File: src/logic/rst_clk_consts.svh
`ifndef RST_CLK_CONSTS_SVH
`define RST_CLK_CONSTS_SVH

// ****************************************
// Register byte offsets
// ****************************************
`define OFS_BROWNOUT_CTRL 12'h0030
`define OFS_RESET_CAUSE 12'h005C
`define OFS_RUN_CLOCK_CFG 12'h0060
`define OFS_REGULATOR_CTRL 12'h0034
`define OFS_SOFT_RESET0 12'h0040
`define OFS_SOFT_RESET1 12'h0044
`define OFS_SOFT_RESET2 12'h0048
`define OFS_CLOCK_GATE0 12'h0100
`define OFS_CLOCK_GATE1 12'h0104
`define OFS_CLOCK_GATE2 12'h0108
`define OFS_SYS_RESET_REQ 12'h000C
`define OFS_WDOG_LOAD 12'h0200
`define OFS_WDOG_CTRL 12'h0208
`define OFS_WDOG_INT_CLR 12'h020C
`define OFS_WDOG_STATUS 12'h0210
`define OFS_WDOG_VALUE 12'h0204

// ****************************************
// Field positions
// ****************************************
`define BIT_BOR_RESET_SEL 1
`define BIT_SYS_RESET_REQ 2
`define BIT_WDOG_INT_EN 0
`define BIT_WDOG_RESET_EN 1
`define BIT_CAUSE_EXT 0
`define BIT_CAUSE_POR 1
`define BIT_CAUSE_BOR 2
`define BIT_CAUSE_WDT 3
`define BIT_CAUSE_SW 4
`define POS_BYPASS 11
`define POS_OSC_SRC 4
`define POS_REGULATOR_VOLTAGE_ADJUST_W 6

// ****************************************
// Reset values and timing
// ****************************************
`define RST_RUN_CLOCK_CFG 32'h0000_0810
`define RST_WDOG_LOAD 32'hFFFF_FFFF
`define RST_HOLD_NS 64
`define RST_HOLD_CYC (((`RST_HOLD_NS) + 7) / 8)

`endif

File: src/logic/rst_clk_pkg.sv
package rst_clk_pkg;

    // Reset sequence phases
    typedef enum logic [2:0] {
        SEQ_IDLE  = 3'b000,
        SEQ_HOLD  = 3'b001,
        SEQ_SP    = 3'b010,
        SEQ_PC    = 3'b011,
        SEQ_INSTR = 3'b100,
        SEQ_RUN   = 3'b101
    } seq_state_e;

    // System clock selections
    typedef enum logic [2:0] {
        CLK_INTERNAL_OSC     = 3'b000,
        CLK_MAIN     = 3'b001,
        CLK_SLOW30K  = 3'b010,
        CLK_PLL      = 3'b011,
        CLK_INTERNAL_OSC_DV4 = 3'b100
    } clk_sel_e;

    // Core fetch strobes
    typedef struct packed {
        logic fetch_sp;
        logic fetch_pc;
        logic fetch_instr;
        logic running;
    } boot_fetch_s;

    // APB request
    typedef struct packed {
        logic psel;
        logic penable;
        logic pwrite;
        logic [11:0] paddr;
        logic [31:0] pwdata;
    } apb_req_s;

endpackage

File: src/logic/rst_clk_ctrl.sv
`timescale 1ns/10ps
`include "rst_clk_consts.svh"
module rst_clk_ctrl
    import rst_clk_pkg::*;
#(
    parameter int NUM_PERIPH = 32,
    parameter int NUM_DOMAINS = 2,
    parameter int HOLD_CYC = `RST_HOLD_CYC
) (
    // Clock and reset
    input wire logic i_ref_clk,
    input wire logic i_reset,
    // APB slave
    input wire logic i_psel,
    input wire logic i_penable,
    input wire logic i_pwrite,
    input wire logic [11:0] i_paddr,
    input wire logic [31:0] i_pwdata,
    output logic [31:0] o_prdata,
    output logic o_pready,
    output logic o_pslverr,
    // Reset sources and deep sleep request
    input wire logic i_por,
    input wire logic i_ext_reset,
    input wire logic i_brownout,
    input wire logic i_deep_sleep,
    // Resets and interrupts out
    output logic o_core_reset,
    output logic [2:0][NUM_PERIPH-1:0][NUM_DOMAINS-1:0] o_periph_reset,
    output logic o_brownout_irq,
    output logic o_wdog_irq,
    // Core boot sequence
    output boot_fetch_s o_boot_fetch,
    // Power and clock
    output logic [`POS_REGULATOR_VOLTAGE_ADJUST_W-1:0] o_regulator_voltage_adjust,
    output logic o_main_osc_enable,
    output logic [2:0] o_sys_clk_sel,
    output logic o_pll_ref_main
);

    // ****************************************
    // Registers
    // ****************************************
    // Software-visible state; unused upper bits read as zero, except in run_clock_config_r, which keeps the whole word written
    // so software may write whole words without masking
    logic [1:0] brownout_ctrl_reg_r;
    logic [31:0] reset_cause_reg_r;
    logic [2:0][31:0] peripheral_soft_reset_regs_r;
    logic [2:0][31:0] clock_gate_r;
    logic [31:0] run_clock_config_r;
    logic [`POS_REGULATOR_VOLTAGE_ADJUST_W-1:0] regulator_ctrl_reg_r;
    logic [31:0] watchdog_reload_value_r;
    logic [31:0] wdog_count_r;
    logic [1:0] wdog_ctrl_r;
    logic wdog_int_r;
    logic wdog_reset_r;
    logic sys_req_r;
    logic [7:0] hold_cnt_r;
    seq_state_e seq_r;
    seq_state_e seq_nxt;
    // Bus decode and reset wires
    logic wr;
    logic rd;
    logic addr_ok;
    logic bor_reset;
    logic sys_reset;
    logic wdog_int_clr;
    logic [2:0] src;
    logic bypass;

    // ****************************************
    // APB decode
    // ****************************************
    // Zero wait state: every access completes in its access phase
    // Writes land on the access edge; read data was taken on the
    // setup edge, so it stands for the whole access phase
    assign o_pready = 1'b1;
    assign wr = i_psel & i_penable & i_pwrite;
    assign rd = i_psel & ~i_pwrite;
    assign o_pslverr = i_psel & i_penable & ~addr_ok;
    assign wdog_int_clr = wr && i_paddr == `OFS_WDOG_INT_CLR;

    // Address check for unmapped error
    // Holes drop writes and read as zero, so a stray pointer
    // cannot disturb the reset or clock state
    always_comb begin
        case (i_paddr)
            `OFS_BROWNOUT_CTRL, `OFS_RESET_CAUSE, `OFS_RUN_CLOCK_CFG,
            `OFS_REGULATOR_CTRL, `OFS_SOFT_RESET0, `OFS_SOFT_RESET1,
            `OFS_SOFT_RESET2, `OFS_CLOCK_GATE0, `OFS_CLOCK_GATE1,
            `OFS_CLOCK_GATE2, `OFS_SYS_RESET_REQ, `OFS_WDOG_LOAD,
            `OFS_WDOG_CTRL, `OFS_WDOG_INT_CLR, `OFS_WDOG_STATUS,
            `OFS_WDOG_VALUE: addr_ok = 1'b1;
            default: addr_ok = 1'b0;
        endcase
    end

    // Read data registered in the setup cycle, valid in access phase
    // Write-only offsets read as zero
    always_ff @(posedge i_ref_clk or posedge i_reset) begin
        if (i_reset) begin
            o_prdata <= 32'h0000_0000;
        end else if (rd & ~i_penable) begin
            case (i_paddr)
                `OFS_BROWNOUT_CTRL: o_prdata <= {30'h0, brownout_ctrl_reg_r};
                `OFS_RESET_CAUSE: o_prdata <= reset_cause_reg_r;
                `OFS_RUN_CLOCK_CFG: o_prdata <= run_clock_config_r;
                `OFS_REGULATOR_CTRL: o_prdata <= {26'h0, regulator_ctrl_reg_r};
                `OFS_SOFT_RESET0: o_prdata <= peripheral_soft_reset_regs_r[0];
                `OFS_SOFT_RESET1: o_prdata <= peripheral_soft_reset_regs_r[1];
                `OFS_SOFT_RESET2: o_prdata <= peripheral_soft_reset_regs_r[2];
                `OFS_CLOCK_GATE0: o_prdata <= clock_gate_r[0];
                `OFS_CLOCK_GATE1: o_prdata <= clock_gate_r[1];
                `OFS_CLOCK_GATE2: o_prdata <= clock_gate_r[2];
                `OFS_WDOG_LOAD: o_prdata <= watchdog_reload_value_r;
                `OFS_WDOG_VALUE: o_prdata <= wdog_count_r;
                `OFS_WDOG_CTRL: o_prdata <= {30'h0, wdog_ctrl_r};
                `OFS_WDOG_STATUS: o_prdata <= {31'h0, wdog_int_r};
                default: o_prdata <= 32'h0000_0000;
            endcase
        end
    end

    // ****************************************
    // Reset combining
    // ****************************************
    // Without its select bit a brown-out only raises the interrupt
    // and the core keeps running
    assign bor_reset = i_brownout & brownout_ctrl_reg_r[`BIT_BOR_RESET_SEL];
    assign o_brownout_irq = i_brownout & ~brownout_ctrl_reg_r[`BIT_BOR_RESET_SEL];
    // Level sources hold reset as long as they persist
    // Power-on stays out of sys_reset; each block ORs i_por in beside it, and the reset cause takes it first
    assign sys_reset = i_ext_reset | bor_reset | sys_req_r | wdog_reset_r;
    // Core reset decoded from the state register, free of glitches;
    // it covers the idle cycle straight after power-up
    assign o_core_reset = (seq_r == SEQ_IDLE) | (seq_r == SEQ_HOLD);

    // Regulator, reload value and clock gates survive internal resets.
    // Brown-out select is cleared by power-on only: clearing it on its own
    // reset would drop the brown-out from the tree and free the core early.
    always_ff @(posedge i_ref_clk or posedge i_reset) begin
        if (i_reset) begin
            brownout_ctrl_reg_r <= 2'b00;
            regulator_ctrl_reg_r <= '0;
            run_clock_config_r <= `RST_RUN_CLOCK_CFG;
            clock_gate_r <= '0;
            watchdog_reload_value_r <= `RST_WDOG_LOAD;
            wdog_ctrl_r <= 2'b00;
        end else if (i_por | sys_reset) begin
            if (i_por) begin
                brownout_ctrl_reg_r <= 2'b00;
            end
            run_clock_config_r <= `RST_RUN_CLOCK_CFG;
            wdog_ctrl_r <= 2'b00;
        end else if (wr) begin
            case (i_paddr)
                `OFS_BROWNOUT_CTRL: brownout_ctrl_reg_r <= i_pwdata[1:0];
                `OFS_REGULATOR_CTRL:
                    regulator_ctrl_reg_r <= i_pwdata[`POS_REGULATOR_VOLTAGE_ADJUST_W-1:0];
                `OFS_RUN_CLOCK_CFG: run_clock_config_r <= i_pwdata;
                `OFS_CLOCK_GATE0: clock_gate_r[0] <= i_pwdata;
                `OFS_CLOCK_GATE1: clock_gate_r[1] <= i_pwdata;
                `OFS_CLOCK_GATE2: clock_gate_r[2] <= i_pwdata;
                `OFS_WDOG_LOAD: watchdog_reload_value_r <= i_pwdata;
                `OFS_WDOG_CTRL: wdog_ctrl_r <= wdog_ctrl_r | i_pwdata[1:0];
                default: ;
            endcase
        end
    end

    // System reset request pulse from software
    // One-cycle pulse; the hold counter stretches it, so software
    // never has to clear the request bit
    always_ff @(posedge i_ref_clk or posedge i_reset) begin
        if (i_reset) begin
            sys_req_r <= 1'b0;
        end else begin
            sys_req_r <= wr && i_paddr == `OFS_SYS_RESET_REQ
                && i_pwdata[`BIT_SYS_RESET_REQ];
        end
    end

    // ****************************************
    // Peripheral software resets
    // ****************************************
    // Core and test logic are not on these outputs
    // Cleared by every system reset, so no unit stays parked in reset
    // across a reboot
    always_ff @(posedge i_ref_clk or posedge i_reset) begin
        if (i_reset) begin
            peripheral_soft_reset_regs_r <= '0;
        end else if (i_por | sys_reset) begin
            peripheral_soft_reset_regs_r <= '0;
        end else if (wr) begin
            case (i_paddr)
                `OFS_SOFT_RESET0: peripheral_soft_reset_regs_r[0] <= i_pwdata;
                `OFS_SOFT_RESET1: peripheral_soft_reset_regs_r[1] <= i_pwdata;
                `OFS_SOFT_RESET2: peripheral_soft_reset_regs_r[2] <= i_pwdata;
                default: ;
            endcase
        end
    end

    // Same bit index as clock gate; fan out to every domain of the unit
    // Core reset is folded in; the soft bits never reach the core
    always_comb begin
        for (int r = 0; r < 3; r++) begin
            for (int p = 0; p < NUM_PERIPH; p++) begin
                o_periph_reset[r][p] = {NUM_DOMAINS{peripheral_soft_reset_regs_r[r][p]
                    | o_core_reset}};
            end
        end
    end

    // ****************************************
    // Reset cause
    // ****************************************
    // Sticky; power-on wipes everything but its own bit
    // Software clears bits by writing zeros; a cause firing in the same
    // cycle is still recorded, so no reset event is lost
    always_ff @(posedge i_ref_clk or posedge i_reset) begin
        if (i_reset) begin
            reset_cause_reg_r <= 32'h0000_0002;
        end else if (i_por) begin
            reset_cause_reg_r <= 32'h0000_0002;
        end else if (wr && i_paddr == `OFS_RESET_CAUSE) begin
            // Set wins over a simultaneous clear
            reset_cause_reg_r <= (reset_cause_reg_r & i_pwdata)
                | {27'h0, sys_req_r, wdog_reset_r, bor_reset, 1'b0, i_ext_reset};
        end else begin
            reset_cause_reg_r[`BIT_CAUSE_BOR] <= reset_cause_reg_r[`BIT_CAUSE_BOR]
                | bor_reset;
            reset_cause_reg_r[`BIT_CAUSE_EXT] <= reset_cause_reg_r[`BIT_CAUSE_EXT]
                | i_ext_reset;
            reset_cause_reg_r[`BIT_CAUSE_WDT] <= reset_cause_reg_r[`BIT_CAUSE_WDT]
                | wdog_reset_r;
            reset_cause_reg_r[`BIT_CAUSE_SW] <= reset_cause_reg_r[`BIT_CAUSE_SW]
                | sys_req_r;
        end
    end

    // ****************************************
    // Watchdog
    // ****************************************
    // Counter runs only once enabled; enable bits are sticky until reset
    // Limitation: enable bits are set-only, so a runaway program cannot
    // stop the watchdog; only a system or power-on reset clears them.
    // The reset output lasts one cycle; the hold counter stretches it.
    always_ff @(posedge i_ref_clk or posedge i_reset) begin
        if (i_reset) begin
            wdog_count_r <= `RST_WDOG_LOAD;
            wdog_int_r <= 1'b0;
            wdog_reset_r <= 1'b0;
        end else if (i_por | (sys_reset & ~wdog_reset_r)) begin
            wdog_count_r <= watchdog_reload_value_r;
            wdog_int_r <= 1'b0;
            wdog_reset_r <= 1'b0;
        end else if (wdog_reset_r) begin
            wdog_reset_r <= 1'b0;
            wdog_int_r <= 1'b0;
            wdog_count_r <= watchdog_reload_value_r;
        end else if (wr && i_paddr == `OFS_WDOG_LOAD) begin
            wdog_count_r <= i_pwdata;
            wdog_int_r <= wdog_int_r & ~wdog_int_clr;
        end else if (wdog_ctrl_r[`BIT_WDOG_INT_EN]) begin
            if (wdog_count_r == 32'h0000_0000) begin
                wdog_count_r <= watchdog_reload_value_r;
                wdog_int_r <= 1'b1;
                wdog_reset_r <= wdog_int_r & wdog_ctrl_r[`BIT_WDOG_RESET_EN];
            end else begin
                wdog_count_r <= wdog_count_r - 32'h0000_0001;
                wdog_int_r <= wdog_int_r & ~wdog_int_clr;
            end
        end
    end
    assign o_wdog_irq = wdog_int_r;

    // ****************************************
    // Reset release and boot fetch
    // ****************************************
    // Core held while idle or holding, then one strobe each for stack
    // pointer, program counter and first instruction, then run
    always_comb begin
        seq_nxt = seq_r;
        case (seq_r)
            SEQ_IDLE: seq_nxt = SEQ_HOLD;
            SEQ_HOLD: seq_nxt = (hold_cnt_r == 8'(HOLD_CYC - 1)) ? SEQ_SP : SEQ_HOLD;
            SEQ_SP: seq_nxt = SEQ_PC;
            SEQ_PC: seq_nxt = SEQ_INSTR;
            SEQ_INSTR: seq_nxt = SEQ_RUN;
            SEQ_RUN: seq_nxt = SEQ_RUN;
            default: seq_nxt = SEQ_IDLE;
        endcase
    end

    // Any reset cause restarts the sequence; hold stretches short pulses
    // A cause that persists keeps reloading the hold, so release only
    // starts once every source has gone quiet
    always_ff @(posedge i_ref_clk or posedge i_reset) begin
        if (i_reset) begin
            seq_r <= SEQ_IDLE;
            hold_cnt_r <= 8'h00;
        end else if (i_por | sys_reset) begin
            seq_r <= SEQ_HOLD;
            hold_cnt_r <= 8'h00;
        end else begin
            seq_r <= seq_nxt;
            hold_cnt_r <= (seq_r == SEQ_HOLD) ? hold_cnt_r + 8'h01 : 8'h00;
        end
    end

    // Fetch strobes decoded from the state register; exactly one
    // is high per step and running stays high
    assign o_boot_fetch.fetch_sp = (seq_r == SEQ_SP);
    assign o_boot_fetch.fetch_pc = (seq_r == SEQ_PC);
    assign o_boot_fetch.fetch_instr = (seq_r == SEQ_INSTR);
    assign o_boot_fetch.running = (seq_r == SEQ_RUN);

    // ****************************************
    // Power and clock source
    // ****************************************
    // Regulator code passed through; the analog side maps each step
    assign o_regulator_voltage_adjust = regulator_ctrl_reg_r;
    assign bypass = run_clock_config_r[`POS_BYPASS];
    assign src = {1'b0, run_clock_config_r[`POS_OSC_SRC+1:`POS_OSC_SRC]};
    assign o_pll_ref_main = ~bypass & (src == 3'h0);
    // Main oscillator enabled when it is the chosen source
    assign o_main_osc_enable = (src == 3'h0);

    // Unsupported PLL setups fall back to the internal oscillator
    // Deep sleep forces the slow oscillator, but o_main_osc_enable still follows the
    // source field, so the main one stays enabled; the run setting is kept for wake-up
    // Unused source codes also fall back to the internal oscillator
    always_comb begin
        if (i_deep_sleep) begin
            o_sys_clk_sel = CLK_SLOW30K;
        end else if (!bypass) begin
            o_sys_clk_sel = o_pll_ref_main ? CLK_PLL : CLK_INTERNAL_OSC;
        end else begin
            case (src)
                3'h0: o_sys_clk_sel = CLK_MAIN;
                3'h1: o_sys_clk_sel = CLK_INTERNAL_OSC;
                3'h2: o_sys_clk_sel = CLK_INTERNAL_OSC_DV4;
                3'h3: o_sys_clk_sel = CLK_SLOW30K;
                default: o_sys_clk_sel = CLK_INTERNAL_OSC;
            endcase
        end
    end

endmodule

File: config.mk
export PLATFORM = sky130hd
export DESIGN_NAME = rst_clk_ctrl
export DESIGN_NICKNAME = d
export VERILOG_FILES = /design/src/logic/rst_clk_pkg.sv /design/src/logic/rst_clk_ctrl.sv
export VERILOG_INCLUDE_DIRS = /design/src /design/src/logic
export SDC_FILE = /design/constraint.sdc
export NUM_CORES = 1
export LEC_CHECK = 0
export BUFFER_PORTS_ARGS = -buffer_cell sky130_fd_sc_hd__buf_2
export CAP_MARGIN = 0
export CORE_MARGIN = 4
export CORE_UTILIZATION = 30
export CTS_CLUSTER_DIAMETER = 80
export DETAILED_ROUTE_END_ITERATION = 16
export PLACE_DENSITY = 0.49
export SKIP_CTS_REPAIR_TIMING = 1
export SYNTH_ARGS = -nofsm -noshare
export SYNTH_HDL_FRONTEND = slang
export SYNTH_SLANG_ARGS = --single-unit
export TNS_END_PERCENT = 100
File: constraint.sdc
create_clock -name i_ref_clk -period 12.38 [get_ports i_ref_clk]
set_input_delay 0.619 -clock i_ref_clk [delete_from_list [all_inputs] [get_ports i_ref_clk]]
set_output_delay 0.619 -clock i_ref_clk [all_outputs]
set_load 0.02 [all_outputs]
# Yosys cells after proc, flatten, opt, wreduce, memory -nomap -nowiden
# Cells that the tools add are included.
# totals
ff_bits,376
latchBits,0
ramBits,0
romBits,0
inputBits,53
out_inout_bits,244
elab_cells,251
n_memories,0
# classes
n_addsub,2
n_mul,0
div_mod_pow,0
order_cmp,0
eq_ne,25
n_shift,0
mux,46
n_bitwise,128
n_reduce_logical,30
# op_table
cell,n
32-bit case mux with 14 select lines,1
32-bit two-way mux,12
96-bit two-way mux,2
1-bit bitwise OR,106
12-bit by 10-bit equality test with 1-bit output (second input constant),5
12-bit by 7-bit equality test with 1-bit output (second input constant),5
12-bit by 9-bit equality test with 1-bit output (second input constant),3
32-bit AND,1
32-bit zero test,1
32-bit by 5-bit bitwise OR with 32-bit output,1
32-bit by 1-bit subtractor with 32-bit output (second input constant),1
27-bit two-way mux,1
12-bit by 6-bit equality test with 1-bit output (second input constant),2
2-bit two-way mux,9
3-bit AND reduction,6
8-bit two-way mux,2
2-bit nonzero test,8
16-bit OR reduction,1
3-bit case mux with 5 select lines,1
1-bit two-way mux,13
12-bit by 4-bit equality test with 1-bit output (second input constant),1
3-bit two-way mux,4
1-bit AND,11
2-bit AND reduction,5
14 further kinds,29

# Longest topological paths before layout
# Gate-level depths: netlist (run 1).
# depth
depth_word,10
ltp_mapped,10

# Worst setup path before layout (run 1)
# OpenSTA, ideal clock, no wires.
# synth_timing
path_type,input -> output
startpoint,in i_paddr[3]
endpoint,out o_pslverr
arrival_ps,2817
t_required_ps,11761
setup_slack_ps,8944
path_stages,8
path_buffers,4
cell_sequence,clkbuf_1 > buf_1 > buf_1 > buf_2 > o31ai_1 > nand3_1 > nand2_1 > a311oi_1
# synth_via
elab_chain_len,5
# synth_lines
item,line,rtl
from (decl),rst_clk_ctrl.sv:17,"input wire logic [11:0] i_paddr,"
"12-bit by 10-bit equality test with 1-bit output, or another cell as far along",rst_clk_ctrl.sv:87,case (i_paddr)
16-bit OR reduction *,rst_clk_ctrl.sv:87,
1-bit two-way mux *,rst_clk_ctrl.sv:87,
1-bit NOT *,rst_clk_ctrl.sv:80,assign o_pslverr = i_psel & i_penable & ~addr_ok;
1-bit AND *,rst_clk_ctrl.sv:80,
to (decl),rst_clk_ctrl.sv:21,"output logic o_pslverr,"
# Mark *: on every way between the ends. The rest lies on a longest branch, timed or not.

# Worst setup path in the final report (run 1)
# layout_timing
startpoint,in i_paddr[2]
endpoint,out o_pslverr
# The elaborated chain is that of the path after synthesis.

==> results by group, run 1 <==
Timing
  – Min cycle time layout: about 4100 ps
  – Setup TNS: 0 ps
  – RSZ-0062 raised after global routing: false
  – Clock skew: roughly 22 ps
  – Final setup fails: 0
  – Final period util: about a third
  – Endpoints failing hold: 0
  – Slew Viols, Final: 0
  – Worst Tran Pin Value: between 1000 and 1500 ps
  – Max Freq: 244 MHz
  – Slew Limit Headroom: a little under a quarter

Floorplan
  – Full die area: 70300 µm²
  – Die X-Extent: 265 µm
  – Placeable Area: around 66000 µm²
  – Starting Density: around 30%
  – Row cnt: 94
  – Die Y: around 270 µm
  – I/O pin count: around 300

Drt
  – Met1 WL: around 32000 µm
  – DR top layer: met5
  – WL met3: approximately 5000 µm
  – DRC: 0
  – Routed via count: between 15000 and 20000
  – Routed wire length: 80500 µm
  – Via-to-Cell Ratio: around 5.5
  – Post-route ant nets: 0
  – Initial drt markers: roughly 1500
  – Length of the first detailed-routing pass in iterations: 5
  – Drt wl/cell: 25.7 µm
  – DR WL met2: roughly 39000 µm

Global routing
  – Total grt overflow: 0
  – Largest net degree at the start of global routing: 144
  – Initial antenna violation count: 6
  – Total track usage: between 20 and 25%
  – Vias in the first global route: ~17000
  – First-pass GRT wire length: roughly 120000 µm

Synthesis
  – Post-Synth XOR/XNOR Area: less than 1%
  – #FFs+latches synth: approximately 380
  – Compound-Gate Fraction of Synth Area: around 15%
  – Synth cell count leaders: 341 x nand2_1, 309 x dfrtp_1, 184 x a21oi_1, 176 x nor2_1, 153 x clkbuf_1
  – Mux share of post-synthesis cell area: around 11%
  – Register area share after synthesis: ~48%
  – Top cell type's share of synthesized area: 39.0%
  – Synth area leader: dfrtp_1
  – Count leader, synth: nand2_1
  – Simple-gate share of the synthesized area: a little under a fifth
  – Area share of fa/ha/maj cells after synthesis: less than 1%
  – Synth Instances: between 2000 and 2500
  – Main synth FF type: dfrtp_1
  – Synth warn: 0
  – Netlist cell types: between 70 and 80
  – Async SR Flop Fraction: 100%
  – Mean post-synth cell area: 9.39 µm²
  – Syn nets: approximately 2200
  – Top cells by area, synth: dfrtp_1 39%, dfstp_2 8.9%, mux2_2 7.9%
  – Cell Area, Synth: around 20000 µm²
  – EDFF count, synth: 0
  – Main combinational cell family by area after synthesis: simple AND/OR/NAND/NOR gates

Place
  – DP HPWL: between 50000 and 60000 µm
  – RePlAce Congestion: 0.892
  – Placed insts: approximately 3000
  – IO buf count: 295

Layout
  – Layout area overhead: 15.7%
  – Share of cells above drive strength 1: between 30 and 40%
  – Post-route insts no fill: 3133
  – Fill cells: around 6800
  – Total Nets Final: ~2300

Clock tree
  – CTS tree: done
  – Num CTS Buffers: 46
  – H-tree levels: 2
  – CTS Sinks: approximately 380
  – Insertion delay to the later sink of the worst-skew pair: around 580 ps
  – Worst-path clk slew: 60 ps
  – CTS max path bufs: 3
  – Root Buffer: clkbuf_16

Power and ir drop
  – Static leakage: about 0.0094 µW
  – Pwr/cell area: 125 nW/µm²
  – VDD IR-drop max: about 0.097 mV

Job
  – MaxCap Viol Count: 0

Setup path
  – Arr. time, crit path: around 3500 ps
  – Crit path max fanout: 44
  – Cell Chain, Critical Path: buf_2, buf_4, or4_1, nor2_1, and3b_1, a31oi_1, nand2_1, a311oi_1, buf_2
  – Crit Path Category: input port to output port
  – Critical path endpoint category: output port
  – Worst EP required: between 10000 and 15000 ps
  – R2R depth: 7
  – CP startpoint kind: input port
  – Critical path's most frequent cell: buf_2
  – Slowest cell on the critical path: buf_4
  – RR Startpoint: wdog_count_r[8]$_DFFE_PP1P_
  – CP startpoint: i_paddr[2]
  – Critical Path Max Stage Delay: 600 ps

Min path
  – Hold Crit Class: input port to async pin

Run status
  – Status: finished clean
critical path, delay by kind of cell:
kind / cells / cell delay [ps]
and+or+nand+nor: 4 / 900
buffers and inverters: 3 / 1330
AOI/OAI and AO/OA: 2 / 600
power breakdown:
part           switching, µW  total [µW]  internal, µW
Sequential              31.3        1290          1260
Combinational            160         217          56.8
Clock                    539        1360           822
routing by layer:
layer,vias up,global-route usage [%]
met3,186,3.53
met1,8650,28.3
met5,-,0
met2,741,36.9
li1,7565,-
met4,2,10.5
layout by cell type, fill, tap and decap left out, types with 10 or more instances in the layout:
cell type / Yosys / layout
a2111oi_0: 12 / 12
a211oi_1: 13 / 13
a21oi_1: 184 / 184
a221oi_1: 14 / 14
a22o_1: 14 / 14
a22oi_1: 44 / 44
a31oi_1: 18 / 18
buf_2: 4 / 294
buf_4: 97 / 44
clkbuf_1: 153 / 12
clkbuf_16: 0 / 47
clkbuf_8: 0 / 11
dfrtp_1: 309 / 309
dfstp_2: 67 / 67
inv_1: 11 / 10
mux2_2: 139 / 139
mux2i_1: 60 / 60
nand2_1: 341 / 341
nand3_1: 29 / 27
nand4_1: 11 / 11
nor2_1: 176 / 174
nor3_1: 31 / 28
nor3b_1: 32 / 32
nor4_1: 17 / 14
o21ai_0: 53 / 53
o22ai_1: 36 / 36
or2_2: 99 / 98
final timing paths:
kind	end	slack, ps
min	hold_cnt_r[5]$_DFF_PP0_	170
min in group i_ref_clk	reset_cause_reg_r[0]$_DFF_PP0_	360
min reg2reg	hold_cnt_r[0]$_DFF_PP0_	470
max in group asynchronous	peripheral_soft_reset_regs_r[9]$_DFFE_PP0P_	9810
max	o_pslverr	8280
max reg2reg	wdog_count_r[26]$_DFFE_PP1P_	9000
sequential cells by signal, indices dropped and copies added (netlist names), 2 cells and up:
| register | flops |
|---|---|
| o_prdata | 32 |
| o_regulator_voltage_adjust | 6 |
| reset_cause_reg_r | 32 |
| clock_gate_r | 96 |
| seq_r | 3 |
| watchdog_reload_value_r | 32 |
| wdog_ctrl_r | 2 |
| brownout_ctrl_reg_r | 2 |
| run_clock_config_r | 32 |
| hold_cnt_r | 8 |
| wdog_count_r | 32 |
| peripheral_soft_reset_regs_r | 96 |
area by class of cell:
cell class,count,area (µm²),share of cell area [%]
sequential,376,9490,41.4
clock buffer,70,1370,5.98
timing repair buffer,339,1820,7.94
multi-input combinational,1458,8990,39.2
antenna,5,12.5,0.0545
clock inverter,10,134,0.583
inverter,11,48.8,0.213
tap,864,1080,4.71
kinds of logic (layout without fill, tap and decap cells):
logic type	Yosys count	after routing
adders and majority gates	4	4
DFF	376	376
and+or+nand+nor	785	785
xor gates and xnor gates	11	11
muxes	199	199
AOI/OAI and AO/OA	458	458
buffers and inverters	280	430
other	1	6
stage by stage:
step                setup slack (ps)  hold WS (ps)  total power (µW)  cell area, µm²  util [%]
floorplan                       1430           425              1430           19800         -
global placement                8120           444              1520           21400      32.7
detailed placement              8170           457              1530           21400      32.7
CTS                             8170           223              2890           22900      35.0
global route                    8030           240              2960           22900      35.0
finish                          8280           174              2870           23000      35.0
Power figures use the tool's default switching activity.
==> inputs of run 2 (changes only) <==
==> constraint.sdc (replaced) <==
create_clock -name i_ref_clk -period 4.11 [get_ports i_ref_clk]
set_input_delay 0.2055 -clock i_ref_clk [delete_from_list [all_inputs] [get_ports i_ref_clk]]
set_output_delay 0.2055 -clock i_ref_clk [all_outputs]
set_load 0.02 [all_outputs]
==> run 2 against run 1 <==
  * The run now ends with negative hold slack left
  * Via count grew 1.8%
  * Wire length grew 2.6%
  * Critical path depth shrank 4
  * Final area grew 1.1%
  * First-iteration DRC count shrank 4.8%
  * Register-to-register slack lost 8100 ps
  * Power grew to 2.9 times the previous value
  * Clock skew shrank 4.3 ps
  * Clock-buffer cell count grew 1
  * Die area is the same
  * Critical endpoint is now wdog_count_r[2]$_DFFE_PP1P_
  * Largest power group is now registers
  * Highest routed layer unchanged
==> results by group, run 2 (synthesis gave the netlist of run 1 again) <==
Timing
  – Final setup fails: 0 (unchanged)
  – Setup TNS: 0 ps (unchanged)
  – Endpoints failing hold: 4 (was 0)
  – RSZ-0062 raised after global routing: false (unchanged)
  – Worst hold slack: -9.74 ps (was 174 ps)
  – Min cycle time layout: 3190 ps
  – Worst Tran Pin Value: 1220 ps (was 1140 ps)
  – Max Freq: 314 MHz
  – Clock skew: 17.8 ps (was 22.1 ps)
  – Slew Viols, Final: 0 (unchanged)
  – Final period util: ~78%
  – Slew Limit Headroom: 16.3% (was 23.8%)

Min path
  – Worst hold start: i_pwdata[14]
  – Hold Crit Class: input port to flop (was input port to async pin)

Layout
  – Final core occ: 35.4% (was 35.0%)
  – Share of cells above drive strength 1: 33.5% (was 32.9%)
  – Layout area overhead: 17.0% (was 15.7%)
  – Largest regs: clock_gate_r: 96 flops, peripheral_soft_reset_regs_r: 96 flops (unchanged)
  – Total Nets Final: 2322 (was 2288)
  – Commonest cells after routing, fill and taps aside: 341 x nand2_1, 309 x dfrtp_1, 294 x buf_2 (unchanged)
  – Most common cell after layout, fill and taps aside: nand2_1 (unchanged)

Setup path
  – Slowest cell on the critical path: or4b_1 (was buf_4)
  – Crit path max fanout: 19 (was 44)
  – CP startpoint: wdog_count_r[18]$_DFFE_PP1P_ (was i_paddr[2])
  – Cell Chain, Critical Path: or4_4, or3_1, or4b_1, o2bb2ai_2, o221a_2 (was buf_2, buf_4, or4_1, nor2_1, and3b_1, a31oi_1, nand2_1, a311oi_1, buf_2)
  – Arr. time, crit path: 3680 ps (was 3490 ps)
  – Critical path endpoint category: flop (was output port)
  – CP startpoint kind: flop (was input port)
  – RR Startpoint: wdog_count_r[18]$_DFFE_PP1P_ (was wdog_count_r[8]$_DFFE_PP1P_)
  – Crit Path Category: flop to flop (was input port to output port)
  – Worst EP required: 4610 ps (was 11760 ps)
  – Critical Path Max Stage Delay: 730 ps (was 600 ps)

Power and ir drop
  – Sequential power share: 46.0% (was 45.0%)
  – VDD IR-drop max: 0.254 mV (was 0.0966 mV)
  – Pwr/cell area: 364 nW/µm² (was 125 nW/µm²)
  – Power share of the combinational group: 8.1% (was 7.6%)
  – Clock share of power: 46.0% (was 47.5%)
  – Sw Pwr: 2210 µW (was 731 µW)
  – Static leakage: 0.00957 µW (was 0.00941 µW)
  – Switching Fraction: 26.2% (was 25.5%)
  – Internal Power: 6230 µW (was 2140 µW)

Floorplan
  – I/O pin count: 297 (unchanged)
  – Starting Density: 30.2% (unchanged)
  – Full die area: 70300 µm² (unchanged)
  – Die X-Extent: 265 µm (unchanged)
  – Placeable Area: 65600 µm² (unchanged)
  – Die Y: 265 µm (unchanged)
  – Row cnt: 94 (unchanged)

Place
  – DP HPWL: 57900 µm (was 55900 µm)
  – IO buf count: 295 (unchanged)
  – RePlAce Congestion: 0.976 (was 0.892)

Global routing
  – Largest net degree at the start of global routing: 128 (was 144)
  – Total track usage: 22.7% (was 22.2%)
  – M3 GR Usage: 3.10% (was 3.53%)
  – Vias in the first global route: 17600 (was 17200)
  – Met2 usage: 37.3% (was 36.9%)
  – Total grt overflow: 0 (unchanged)
  – Initial antenna violation count: 8 (was 6)
  – Global routing usage on met1: 29.5% (was 28.3%)
  – GR peak layer: met2 (unchanged)
  – First-pass GRT wire length: 121000 µm (was 118000 µm)

Clock tree
  – H-tree levels: 2 (unchanged)
  – Root Buffer: clkbuf_16 (unchanged)
  – CTS max path bufs: 3 (unchanged)
  – Insertion delay to the later sink of the worst-skew pair: 580 ps (about the same)
  – Worst-path clk slew: 60 ps (about the same)
  – CTS tree: done (unchanged)
  – Num CTS Buffers: 43 (was 46)
  – CTS Sinks: 376 (unchanged)

Drt
  – Via-to-Cell Ratio: 5.51 (was 5.47)
  – Length of the first detailed-routing pass in iterations: 5 (unchanged)
  – Routed via count: 17400 (was 17100)
  – Initial drt markers: 1457 (was 1531)
  – DRC: 0 (unchanged)
  – Drt wl/cell: 26.1 µm (was 25.7 µm)
  – Post-route ant nets: 0 (unchanged)
  – Routed wire length: 82700 µm (was 80500 µm)

Run status
  – Status: complete, but fails checks (was finished clean)
  – Failing checks: negative hold slack

Job
  – MaxCap Viol Count: 0 (unchanged)
==> run 2: changes by cell type in the layout (fill, tap and decap cells not counted), sizes merged <==
cell	delta
clkbuf	+1
inv	-1
dlygate4sd3	+9
clkinv	+3
bufinv	-3
buf	+28
diode	-4
==> run 2: worst paths after layout <==
kind                       slack [ps]                                     endpoint  cells after the start
max in group asynchronous        2650  peripheral_soft_reset_regs_r[7]$_DFFE_PP0P_                      4
max reg2reg                       920                  wdog_count_r[2]$_DFFE_PP1P_                      5
min                               -10           run_clock_config_r[14]$_DFFE_PP0P_                      3
max                               920                  wdog_count_r[2]$_DFFE_PP1P_                      5
min in group asynchronous         270            run_clock_config_r[2]$_DFFE_PP0P_                      3
min reg2reg                       460                      hold_cnt_r[0]$_DFF_PP0_                      1
==> run 2: power groups by stage <==
stage / Clock, µW / Combinational, µW / Sequential, µW
after floorplan: 0 / 365 / 3940
final: 3880 / 680 / 3880
after global placement: 0 / 667 / 3940
after CTS: 3950 / 676 / 3880
after global routing: 4100 / 734 / 3880
after detailed placement: 0 / 674 / 3940
==> run 2: stage by stage <==
| step | cells | setup WS [ps] | power, µW | instance area, µm² |
|---|---|---|---|---|
| 4_1_cts | 3156 | 970 | 8500 | 23100 |
| 3_5_place_dp | 3076 | 611 | 4610 | 21700 |
| 6_report | 3166 | 924 | 8440 | 23200 |
| 3_3_place_gp | 3076 | 612 | 4610 | 21700 |
| 2_1_floorplan | 2114 | -1090 | 4300 | 19800 |
| 5_1_grt | 3165 | 882 | 8720 | 23200 |
==> run 2: worst max-delay path, delay by kind of cell, from the launching register on <==
kind	cells	cell delay, ps
and+or+nand+nor	3	1770
DFF	1	430
AOI/OAI and AO/OA	2	880
==> run 2: cell type report <==
class	count	area, µm²
fill	6775	42400
sequential	376	9490
multi-input combinational	1458	8980
timing repair buffer	376	2180
clock buffer	71	1350
tap	864	1080
clock inverter	9	66.3
inverter	11	45.0
antenna	1	2.50
==> run 2: routing by layer <==
metal	up-vias	share of wire, %
met5	-	0.013
met4	2	5.6
met3	218	6.1
met2	795	47
met1	8812	41
li1	7620	-
